==> src/design/rpis_pkg.sv <==
// shared constants and types for the receive port interrupt status block
package rpis_pkg;

    // byte address width of the register slave
    localparam int ADDR_W = 10;
    // register indices; byte address is four times the index
    localparam logic [7:0] IDX_ICR_HI = 8'hd8;
    localparam logic [7:0] IDX_ICR_LO = 8'hd9;
    localparam logic [7:0] IDX_ISR_HI = 8'hda;
    localparam logic [7:0] IDX_ISR_LO = 8'hdb;
    localparam logic [7:0] IDX_STS_FIRST = 8'h4d;
    localparam logic [7:0] IDX_STS_SECOND = 8'h4e;

    localparam logic [7:0] RST_BYTE = 8'h00;
    // implemented bits; everything else reads as zero
    localparam logic [7:0] HI_USED = 8'h07;
    localparam logic [7:0] LO_USED = 8'h77;

    // high status byte fields
    localparam int HI_ENC = 2;
    localparam int HI_SEQ = 1;
    localparam int HI_CRC = 0;
    // low status byte fields
    localparam int LO_LEN = 6;
    localparam int LO_CNT = 5;
    localparam int LO_OVF = 4;
    localparam int LO_PAR = 2;
    localparam int LO_VALID = 1;
    localparam int LO_LOCK = 0;

    // first port status layout
    localparam int S1_LOCK = 0;
    localparam int S1_VALID = 1;
    localparam int S1_LOCK_CHG = 2;
    localparam int S1_PAR = 3;
    localparam int S1_CRC = 4;
    localparam int S1_SEQ = 5;
    // second port status layout
    localparam int S2_LEN = 0;
    localparam int S2_CNT = 1;
    localparam int S2_OVF = 2;
    localparam int S2_ENC = 3;

    // single-cycle event pulses from the receive port, core_clk domain
    typedef struct packed {
        logic encodeError;
        logic ctrlSeqError;
        logic ctrlChecksumError;
        logic lineLengthChange;
        logic lineCountChange;
        logic rxOverflow;
        logic linkParityError;
    } rpis_evt_t;

endpackage

==> src/design/rpis_flag.sv <==
// one sticky interrupt flag, set wins over clear
`timescale 1ns/1ps
module rpis_flag (
    input wire logic core_clk,
    input wire logic rst_n,
    input wire logic clk_en,
    input wire logic setEvt,
    input wire logic clearEvt,
    output logic flag
);
    logic next_flag;

    // an event in the clearing cycle must not be lost
    assign next_flag = setEvt | (flag & ~clearEvt);

    always_ff @(posedge core_clk or negedge rst_n) begin
        if (!rst_n) begin
            flag <= 1'b0;
        end else if (clk_en) begin
            flag <= next_flag;
        end
    end
endmodule

==> src/design/rpis_sync.sv <==
// two-stage level synchroniser for asynchronous inputs
`timescale 1ns/1ps
module rpis_sync #(
    parameter int WIDTH = 2
) (
    input wire logic core_clk,
    input wire logic rst_n,
    input wire logic clk_en,
    input wire logic [WIDTH-1:0] din,
    output logic [WIDTH-1:0] dout
);
    logic [WIDTH-1:0] stage1;

    initial begin
        if (WIDTH < 1) begin
            $error("rpis_sync: WIDTH must be at least 1");
        end
    end

    // stage1 feeds only the second flop
    always_ff @(posedge core_clk or negedge rst_n) begin
        if (!rst_n) begin
            stage1 <= '0;
            dout <= '0;
        end else if (clk_en) begin
            stage1 <= din;
            dout <= stage1;
        end
    end
endmodule

==> src/design/rpis_top.sv <==
// receive port interrupt status registers with avalon-mm slave
// Operation
// RULE_01: encode error sets high bit 2, second-read clears
// RULE_02: control seq error sets high bit 1
// RULE_03: control checksum error sets high bit 0
// RULE_04: line length change sets low bit 6
// RULE_05: line count change sets low bit 5
// RULE_06: receive buffer overflow sets low bit 4
// RULE_07: link parity error sets low bit 2
// RULE_08: port valid change sets low bit 1
// RULE_09: lock change sets low bit 0
// RULE_10: high status read-only, reset zero, 7:3 zero
// RULE_11: low status read-only, reset zero, 7,3 zero
// RULE_12: interrupt only where matching enable bit set
// RULE_13: irq is OR of enabled flags; flags sticky
//
// Chosen here: register access over Avalon-MM.
`timescale 1ns/1ps
module rpis_top (
    input wire logic core_clk,
    input wire logic rst_n,
    input wire logic clk_en,
    input wire logic [rpis_pkg::ADDR_W-1:0] address,
    input wire logic read,
    input wire logic write,
    input wire logic [31:0] writedata,
    input wire logic [3:0] byteenable,
    output logic [31:0] readdata,
    output logic waitrequest,
    input wire rpis_pkg::rpis_evt_t portEvents,
    input wire logic lockLevelPin,
    input wire logic portValidPin,
    output logic portIrq
);
    // enable bytes
    logic [7:0] enableHigh;
    logic [7:0] enableLow;
    // flag vector: high byte in 15:8, low byte in 7:0
    logic [15:0] flags;
    logic [15:0] setVec;
    logic [15:0] clrVec;
    // constant on purpose: it steers which flag flops get built
    localparam logic [15:0] USED_MASK = {rpis_pkg::HI_USED, rpis_pkg::LO_USED};
    logic [1:0] syncLevels;
    logic [1:0] prevLevels;
    logic lockChanged;
    logic portValidChanged;

    // bus decode
    wire [7:0] regIdx = address[rpis_pkg::ADDR_W-1:2];
    wire reqPending = read | write;
    wire accept = reqPending & ~waitrequest;
    wire wrLane0 = accept & write & byteenable[0];
    wire wrEnableHigh = wrLane0 & (regIdx == rpis_pkg::IDX_ICR_HI);
    wire wrEnableLow = wrLane0 & (regIdx == rpis_pkg::IDX_ICR_LO);
    wire rdFirst = accept & read & (regIdx == rpis_pkg::IDX_STS_FIRST);
    wire rdSecond = accept & read & (regIdx == rpis_pkg::IDX_STS_SECOND);

    wire [7:0] statusHigh = flags[15:8];
    wire [7:0] statusLow = flags[7:0];

    // port status views: live levels and pending conditions
    wire [7:0] statusFirst = {2'b00,
                              statusHigh[rpis_pkg::HI_SEQ],
                              statusHigh[rpis_pkg::HI_CRC],
                              statusLow[rpis_pkg::LO_PAR],
                              statusLow[rpis_pkg::LO_LOCK],
                              syncLevels[1],
                              syncLevels[0]};
    wire [7:0] statusSecond = {4'h0,
                               statusHigh[rpis_pkg::HI_ENC],
                               statusLow[rpis_pkg::LO_OVF],
                               statusLow[rpis_pkg::LO_CNT],
                               statusLow[rpis_pkg::LO_LEN]};

    // read mux; unmapped addresses read zero
    wire selEnHi = (regIdx == rpis_pkg::IDX_ICR_HI);
    wire selEnLo = (regIdx == rpis_pkg::IDX_ICR_LO);
    wire selIsHi = (regIdx == rpis_pkg::IDX_ISR_HI);
    wire selIsLo = (regIdx == rpis_pkg::IDX_ISR_LO);
    wire selSt1 = (regIdx == rpis_pkg::IDX_STS_FIRST);
    wire selSt2 = (regIdx == rpis_pkg::IDX_STS_SECOND);
    wire [7:0] readByte = ({8{selEnHi}} & enableHigh)
                        | ({8{selEnLo}} & enableLow)
                        | ({8{selIsHi}} & statusHigh & rpis_pkg::HI_USED) // RULE_10
                        | ({8{selIsLo}} & statusLow & rpis_pkg::LO_USED) // RULE_11
                        | ({8{selSt1}} & statusFirst)
                        | ({8{selSt2}} & statusSecond);

    // one wait state per access keeps readdata a plain flop
    always_ff @(posedge core_clk or negedge rst_n) begin
        if (!rst_n) begin
            waitrequest <= 1'b1;
            readdata <= 32'h00000000;
        end else if (clk_en) begin
            if (reqPending && waitrequest) begin
                waitrequest <= 1'b0;
                readdata <= {24'h000000, readByte};
            end else begin
                waitrequest <= 1'b1;
            end
        end
    end

    // enable registers; reserved bits never stored
    always_ff @(posedge core_clk or negedge rst_n) begin
        if (!rst_n) begin
            enableHigh <= rpis_pkg::RST_BYTE;
            enableLow <= rpis_pkg::RST_BYTE;
        end else if (clk_en) begin
            if (wrEnableHigh) begin
                enableHigh <= writedata[7:0] & rpis_pkg::HI_USED;
            end
            if (wrEnableLow) begin
                enableLow <= writedata[7:0] & rpis_pkg::LO_USED;
            end
        end
    end

    // levels from the link side are asynchronous
    rpis_sync #(
        .WIDTH(2)
    ) u_level_sync (
        .core_clk(core_clk),
        .rst_n(rst_n),
        .clk_en(clk_en),
        .din({portValidPin, lockLevelPin}),
        .dout(syncLevels)
    );

    // a pin already high at reset release counts as one change
    always_ff @(posedge core_clk or negedge rst_n) begin
        if (!rst_n) begin
            prevLevels <= 2'b00;
        end else if (clk_en) begin
            prevLevels <= syncLevels;
        end
    end

    assign lockChanged = syncLevels[0] ^ prevLevels[0]; // RULE_09
    assign portValidChanged = syncLevels[1] ^ prevLevels[1]; // RULE_08

    // set sources
    always_comb begin
        setVec = 16'h0000;
        setVec[8 + rpis_pkg::HI_ENC] = portEvents.encodeError; // RULE_01
        setVec[8 + rpis_pkg::HI_SEQ] = portEvents.ctrlSeqError; // RULE_02
        setVec[8 + rpis_pkg::HI_CRC] = portEvents.ctrlChecksumError; // RULE_03
        setVec[rpis_pkg::LO_LEN] = portEvents.lineLengthChange; // RULE_04
        setVec[rpis_pkg::LO_CNT] = portEvents.lineCountChange; // RULE_05
        setVec[rpis_pkg::LO_OVF] = portEvents.rxOverflow; // RULE_06
        setVec[rpis_pkg::LO_PAR] = portEvents.linkParityError; // RULE_07
        setVec[rpis_pkg::LO_VALID] = portValidChanged; // RULE_08
        setVec[rpis_pkg::LO_LOCK] = lockChanged; // RULE_09
    end

    // clearing reads of the port status registers
    always_comb begin
        clrVec = 16'h0000;
        clrVec[8 + rpis_pkg::HI_ENC] = rdSecond; // RULE_01
        clrVec[8 + rpis_pkg::HI_SEQ] = rdFirst; // RULE_02
        clrVec[8 + rpis_pkg::HI_CRC] = rdFirst; // RULE_03
        clrVec[rpis_pkg::LO_LEN] = rdSecond; // RULE_04
        clrVec[rpis_pkg::LO_CNT] = rdSecond; // RULE_05
        clrVec[rpis_pkg::LO_OVF] = rdSecond; // RULE_06
        clrVec[rpis_pkg::LO_PAR] = rdFirst; // RULE_07
        clrVec[rpis_pkg::LO_VALID] = rdFirst; // RULE_08
        clrVec[rpis_pkg::LO_LOCK] = rdFirst; // RULE_09
    end

    // reserved positions get no flop at all
    for (genvar i = 0; i < 16; i++) begin : g_flag
        if (USED_MASK[i]) begin : g_used
            rpis_flag u_flag (
                .core_clk(core_clk),
                .rst_n(rst_n),
                .clk_en(clk_en),
                .setEvt(setVec[i]),
                .clearEvt(clrVec[i]),
                .flag(flags[i])
            ); // RULE_13
        end else begin : g_resv
            assign flags[i] = 1'b0; // RULE_10
        end
    end

    // interrupt output registered, one cycle behind the flags
    wire irqAny = |(flags & {enableHigh, enableLow}); // RULE_12

    always_ff @(posedge core_clk or negedge rst_n) begin
        if (!rst_n) begin
            portIrq <= 1'b0;
        end else if (clk_en) begin
            portIrq <= irqAny; // RULE_13
        end
    end
endmodule

==> config.mk <==
export PLATFORM = sky130hd
export DESIGN_NAME = rpis_top
export DESIGN_NICKNAME = d
export VERILOG_FILES = /design/src/design/rpis_pkg.sv /design/src/design/rpis_flag.sv /design/src/design/rpis_sync.sv /design/src/design/rpis_top.sv
export SDC_FILE = /design/constraint.sdc
export NUM_CORES = 1
export LEC_CHECK = 0
export BUFFER_PORTS_ARGS = -buffer_cell sky130_fd_sc_hd__buf_2
export CORE_MARGIN = 2
export CORE_UTILIZATION = 48
export DETAILED_ROUTE_END_ITERATION = 6
export PLACE_DENSITY = 0.91
export REMOVE_ABC_BUFFERS = 1
export SKIP_LAST_GASP = 1
export SLEW_MARGIN = 20
export SYNTH_ARGS = -nofsm -noshare
export SYNTH_HDL_FRONTEND = slang
export SYNTH_SLANG_ARGS = --single-unit
==> constraint.sdc <==
create_clock -name core_clk -period 4.71 [get_ports core_clk]
set_clock_uncertainty 0.2 [all_clocks]
set_input_delay 0.942 -clock core_clk [delete_from_list [all_inputs] [get_ports core_clk]]
set_output_delay 0.942 -clock core_clk [all_outputs]
set_load 0.005 [all_outputs]
==> out/results.ini, run 1 <==
[floorplan]
coreArea_sq_mm = 0.00363
die-height_um = 65.2
rows = 22
floorplan.initialDensity_pct = 49.6
i_o_pin_count = 94
design.die.area_sq_mm = 0.00426
fp.dieW_um = 65.2

[power]
power_density_mw_per_mm2 = 288
ir_drop_v = 0.000141
cellLeakagePower_nw = 0.973

[placement]
place_congestion = 0.890
io_buffers = 37
place_hpwl_um = 2630
cell_count_after_placement = 235

[drt]
detailroute.wirelength.met2_um = 1650
detail_route.wl_per_cell_um = 14.5
drt_pre_antenna_iters = 4
drt_drc_violations_left = 0
via_count = 1267
routed_wirelength_um = 3520
detailroute.wirelength.met3_um = 284
highest-signal-layer = met4
detailed_route_wire_length_on_metal_1_um = 1560
initialDrtViolationCount = 62
routed_via_density = 5.21
route.antenna.remaining_nets = 0

[clocking]
cts_setup_buffers = 0
tritoncts = done
cts-resized-gates = 0
clk_pin_slew_worst_paths_ps = 60
cts_inserted_buffers = 5
clock_sink_count = 33
htree_num_levels = 2
clockBufferDepth = 2
cts_hold_buf = 0
worstSkewPairLatency_ps = 280
clock_tree.root_cell = sky130_fd_sc_hd__clkbuf_8

[finish]
drive_above_1_share_pct = 35.4
multi_input_area_sq_um = 846
area.sequential_sq_um = 827
final_cell_count_no_fill = 243
finalCoreUtilization_pct = 55.0
num_antenna_cells = 0
flow.area_growth_from_synthesis_pct = 11.0
fillerInstances = 330
fin_nets = 254

[synthesis]
post_synthesis_mean_instance_area_sq_um = 11.5
synth_top_cell_by_area = sky130_fd_sc_hd__dfrtp_1
number_of_warning_messages_in_the_yosys_log = 0
synth_top_family_by_area = compound AO/OA/AOI/OAI gates
synth_seq_cells = 33
synthMostInstantiatedCell = sky130_fd_sc_hd__dfrtp_1
synth_cell_type_count = 42
synth-edff-count = 0
xor_and_xnor_area_share_after_synthesis_pct = 0.973
synth_area_leaders = sky130_fd_sc_hd__dfrtp_1, sky130_fd_sc_hd__buf_4, sky130_fd_sc_hd__mux2_2
synthAdderAreaFrac_pct = 0
postSynth.topFlopCell = sky130_fd_sc_hd__dfrtp_1
synth-simple-area-share_pct = 12.6
synth_compound_area_share_pct = 15.1
netlist.area_leader.share_pct = 44.5
synth_common_cells = sky130_fd_sc_hd__dfrtp_1, sky130_fd_sc_hd__buf_4, sky130_fd_sc_hd__mux2_2, sky130_fd_sc_hd__nand2_1, sky130_fd_sc_hd__a22o_1
synth.mux.area_fraction_pct = 13.1
syn_area_sq_mm = 0.00180
post_synth_inst_count = 156
synthArstFlopShare_pct = 100
synth-seq-area-share_pct = 45.9

[critical_path]
critPathArrivalTime_ps = 2560
worst_path_cell_chain = buf_2 -> nor2b_1 -> nand3_1 -> nor3_4 -> mux2_2
critPathRequiredTime_ps = 4670
critical_path_class = input pin to flip-flop
timing.critical_path.slowest_cell_delay_ps = 380
startpoint_type = input pin
cp-end-kind = flip-flop
worst-path-max-fanout = 21
crit_slowest_cell = sky130_fd_sc_hd__mux2_2

[grt]
grt_remaining_overflow = 0
maximum_number_of_pins_on_one_net_before_global_route_repair = 34
grt_pass1_wl_um = 5780
initial_antenna_violation_count = 0
first_global_vias = 1231
grt.total_usage_pct = 18.1

[min_path]
worstHoldPathType = flip-flop to flip-flop

[run]
maxCapViolCount = 0

[timing]
f_max_mhz = 385
finalMaxSlewViolations = 0
worst_margin_slew_ps = 721
setup_viol = 0
min_period_ps = 2600
finalCritPeriodShare_pct = 55.2
timing.slew.headroom_pct = 51.9
totalNegativeSetupSlack_ps = 0
timing.final.hold_violations = 0
grt_setup_unrepaired = false

[outcome]
status = finished, final reports clean

-- report_power, final --
| part | total, mW | switching [mW] | internal, mW | leakage [nW] |
|---|---|---|---|---|
| clock | 0.197 | 0.0933 | 0.103 | 0.0422 |
| combinational | 0.0714 | 0.0390 | 0.0324 | 0.537 |
| sequential | 0.308 | 0.0103 | 0.297 | 0.393 |
-- cell usage in the layout (no fill, tap or decap), drive strengths merged, types with 2 or more instances in the layout --
| cell type | n |
|---|---|
| a22o | 10 |
| a22oi | 7 |
| and2 | 2 |
| and3b | 2 |
| buf | 37 |
| clkbuf | 7 |
| conb | 25 |
| dfrtp | 32 |
| mux2 | 16 |
| mux4 | 2 |
| nand2 | 13 |
| nand3 | 5 |
| nand4 | 2 |
| nor2 | 5 |
| nor2b | 2 |
| o21ai | 3 |
| o2bb2ai | 2 |
| o31ai | 2 |
| xor2 | 2 |
-- critical path: cells and delay by family --
| kind | cells | cell delay [ps] |
|---|---|---|
| buf+inv | 1 | 340 |
| simple gates | 3 | 890 |
| mux | 1 | 380 |
-- cells by family (layout without fill, tap and decap cells) --
| logic type | after synthesis | count (layout) |
|---|---|---|
| simple gates | 37 | 37 |
| compound gates | 34 | 34 |
| flops | 33 | 33 |
| buf+inv | 30 | 45 |
| mux | 19 | 19 |
| xor+xnor | 2 | 2 |
| other cells | 1 | 25 |
-- area by class of cell --
| type | count | share of cell area [%] |
|---|---|---|
| tap | 48 | 3.00 |
| clock inverter | 1 | 0.250 |
| clock buffer | 7 | 3.82 |
| multi-input combinational | 117 | 42.3 |
| sequential | 33 | 41.4 |
| timing repair buffer | 37 | 9.26 |
-- per-layer routing --
layer  vias to the layer above  track usage [%]
li1                        599                -
met1                       610             23.7
met2                        55             29.7
met3                         3             3.25
met4                         0             7.03
met5                         -                0
-- registers in the layout, indices dropped and copies added (netlist names) --
register	cells
g_flag.g_used.u_flag.flag	9
enableHigh	3
u_level_sync.dout	2
enableLow	6
prevLevels	2
waitrequest	1
portIrq	1
u_level_sync.stage1	2
readdata	7
-- through the flow --
step                hold slack (ps)  cell area (sq um)  setup slack, ps  power (mW)
finish                          278               2000             2110       0.576
global route                    317               2000             2040       0.603
CTS                             286               2000             2140       0.582
detailed placement              272               1920             1860       0.383
global placement                260               1920             1880       0.381
floorplan                       270               1670             2430       0.348
-- worst paths after layout --
| check | endpoint | slack (ps) | startpoint | cells after the start |
|---|---|---|---|---|
| max in group asynchronous | enableLow[2] | 3320 | rst_n | 1 |
| worst max register to register | enableLow[1] | 2820 | waitrequest | 4 |
| min in group asynchronous | readdata[5] | 520 | rst_n | 1 |
| worst max-delay path | enableLow[1] | 2110 | clk_en | 5 |
| worst min-delay path | readdata[6] | 280 | readdata[6] | 2 |
| worst min register to register | readdata[6] | 280 | readdata[6] | 2 |
Note: power is estimated with default switching activity, not from simulation.
==> run 2: changes to the inputs <==
--- a/config.mk
+++ b/config.mk
@@ -7,9 +7,9 @@
 export LEC_CHECK = 0
 export BUFFER_PORTS_ARGS = -buffer_cell sky130_fd_sc_hd__buf_2
 export CORE_MARGIN = 2
-export CORE_UTILIZATION = 48
+export CORE_UTILIZATION = 41
 export DETAILED_ROUTE_END_ITERATION = 6
-export PLACE_DENSITY = 0.91
+export PLACE_DENSITY = 0.84
 export REMOVE_ABC_BUFFERS = 1
 export SKIP_LAST_GASP = 1
 export SLEW_MARGIN = 20
==> constraint.sdc (replaced) <==
create_clock -name core_clk -period 2.2 [get_ports core_clk]
set_clock_uncertainty 0.2 [all_clocks]
set_input_delay 0.44 -clock core_clk [delete_from_list [all_inputs] [get_ports core_clk]]
set_output_delay 0.44 -clock core_clk [all_outputs]
set_load 0.005 [all_outputs]
==> run 2 against run 1 <==
Count of clock-buffer cells in the layout is 2 lower. Global-route usage is 1.6 points lower. Hold slack worse by 270 ps. Sequential share of layout area is 0.66 points lower. Largest cell class unchanged. Combinational power is 120% higher. Sequential cell count stayed put. Register-to-register slack worse by 2400 ps. Via count is 2.3% higher.
==> out/results.ini, run 2 (same netlist as run 1, synthesis figures left out) <==
[outcome]
status = finished, final reports clean

[timing]
timing.slew.headroom_pct = 52.7
finalCritPeriodShare_pct = 82.7
setup_viol = 0
grt_setup_unrepaired = false
worst_margin_slew_ps = 710
timing.final.hold_violations = 0
totalNegativeSetupSlack_ps = 0
min_period_ps = 1820
finalMaxSlewViolations = 0
f_max_mhz = 549

[critical_path]
critical_path_class = flip-flop to flip-flop
timing.critical_path.depth = 4
critPathArrivalTime_ps = 1790
cp.buffers_inverters = 0
cp-end-kind = flip-flop
startpoint_type = flip-flop
cp_top_family = simple AND/OR/NAND/NOR gates
reg2regPathDepth = 4
crit_slowest_cell = sky130_fd_sc_hd__dfstp_2
worst_path_cell_chain = nor2b_1 -> nand3_1 -> nor3_4 -> mux2_2
worst-path-max-fanout = 6
critPathRequiredTime_ps = 2170
timing.reg2reg.setup_slack_ps = 380
timing.critical_path.slowest_cell_delay_ps = 390

[power]
power_density_mw_per_mm2 = 616
ir_drop_v = 0.000264
report.power.total_mw = 1.25
cellLeakagePower_nw = 0.989

[clocking]
cts_inserted_buffers = 5
clock_sink_count = 33
htree_num_levels = 2
clock_tree.root_cell = sky130_fd_sc_hd__clkbuf_8
worstSkewPairLatency_ps = 280
clockBufferDepth = 2
cts_hold_buf = 0
tritoncts = done
clk_pin_slew_worst_paths_ps = 60
cts-resized-gates = 0
cts_setup_buffers = 0

[drt]
initialDrtViolationCount = 49
routed_wirelength_um = 3720
via_count = 1296
routed_via_density = 5.18
route.antenna.remaining_nets = 0
detail_route.wl_per_cell_um = 14.9
drt_drc_violations_left = 0
drt_pre_antenna_iters = 5

[run]
maxCapViolCount = 0

[placement]
io_buffers = 37
cell_area_after_placement_sq_mm = 0.00195
place_congestion = 0.878
place_hpwl_um = 2830
cell_count_after_placement = 242

[finish]
drive_above_1_share_pct = 37.4
largest_register = g_flag.g_used.u_flag.flag
area.sequential_sq_um = 827
fin_nets = 257
final_cell_mix = sky130_fd_sc_hd__buf_2, sky130_fd_sc_hd__dfrtp_1, sky130_fd_sc_hd__conb_1
layout.cells.most_common = sky130_fd_sc_hd__buf_2
final_cell_count_no_fill = 250
num_antenna_cells = 0
biggestRegsByFlops = g_flag.g_used.u_flag.flag: 9 flops, readdata: 7 flops, enableLow: 6 flops
final_cell_area_sq_mm = 0.00203
flow.area_growth_from_synthesis_pct = 12.9
multi_input_area_sq_um = 846
largest_register_ff_count = 9
fillerInstances = 412

[grt]
maximum_number_of_pins_on_one_net_before_global_route_repair = 34
grt_pass1_wl_um = 6270
first_global_vias = 1327
grt_remaining_overflow = 0
initial_antenna_violation_count = 0
grt.total_usage_pct = 16.4

[floorplan]
die-height_um = 70.3
design.die.area_sq_mm = 0.00494
i_o_pin_count = 94
coreArea_sq_mm = 0.00429
rows = 24
fp.dieW_um = 70.3
floorplan.initialDensity_pct = 41.9

[min_path]
worstHoldPathType = input pin to asynchronous set/reset pin

[run 2: changes by cell type in the layout (fill, tap and decap cells not counted), sizes merged]
cell,change
buf,+3
clkbuf,-2
clkinv,+1
clkinvlp,+1
[run 2: final timing paths]
path                               start                       endpoint
hold reg to reg              readdata[0]                    readdata[0]
setup / recovery             waitrequest                   enableLow[2]
hold / removal                     rst_n   g_flag[1].g_used.u_flag.flag
max in group asynchronous          rst_n  g_flag[10].g_used.u_flag.flag
min in group core_clk      portEvents[0]   g_flag[2].g_used.u_flag.flag
setup reg to reg             waitrequest                   enableLow[2]
[run 2: final cells by class]
cell class,count,share of cell area (%)
Sequential cell,33,40.7
Tap cell,52,3.20
Multi-Input combinational cell,117,41.6
Clock inverter,3,0.862
Clock buffer,5,3.39
Timing Repair Buffer,40,10.2
[run 2: power by group]
part	internal (mW)	switching, mW	leakage, nW
Combinational	0.0746	0.0855	0.552
Clock	0.218	0.214	0.0439
Sequential	0.637	0.0228	0.393
Total	0.929	0.322	0.989
[run 2: worst register-to-register path, stage by stage, from the launching register on]
cell                      delay [ps]
sky130_fd_sc_hd__dfstp_2         390
sky130_fd_sc_hd__nor2b_1         150
sky130_fd_sc_hd__nand3_1         220
sky130_fd_sc_hd__nor3_4          360
sky130_fd_sc_hd__mux2_2          390
[run 2: per-stage QoR]
stage | hold WS [ps] | utilization, % | setup WS [ps]
2_1_floorplan | -55.6 | - | 419
3_3_place_gp | 259 | 45.3 | 138
4_1_cts | 27.5 | 47.3 | 360
5_1_grt | 68.7 | 47.3 | 278
6_report | 3.53 | 47.3 | 380
3_5_place_dp | 268 | 45.3 | 115
[run 2: metal layers]
metal  global-route usage [%]  up-vias  part of all wire (%)
met1                     20.4      622                    39
met2                     26.4       58                    53
met4                     8.76        0                   1.4
li1                         -      609                     -
met5                        0        -                     0
met3                     4.04        7                   6.6
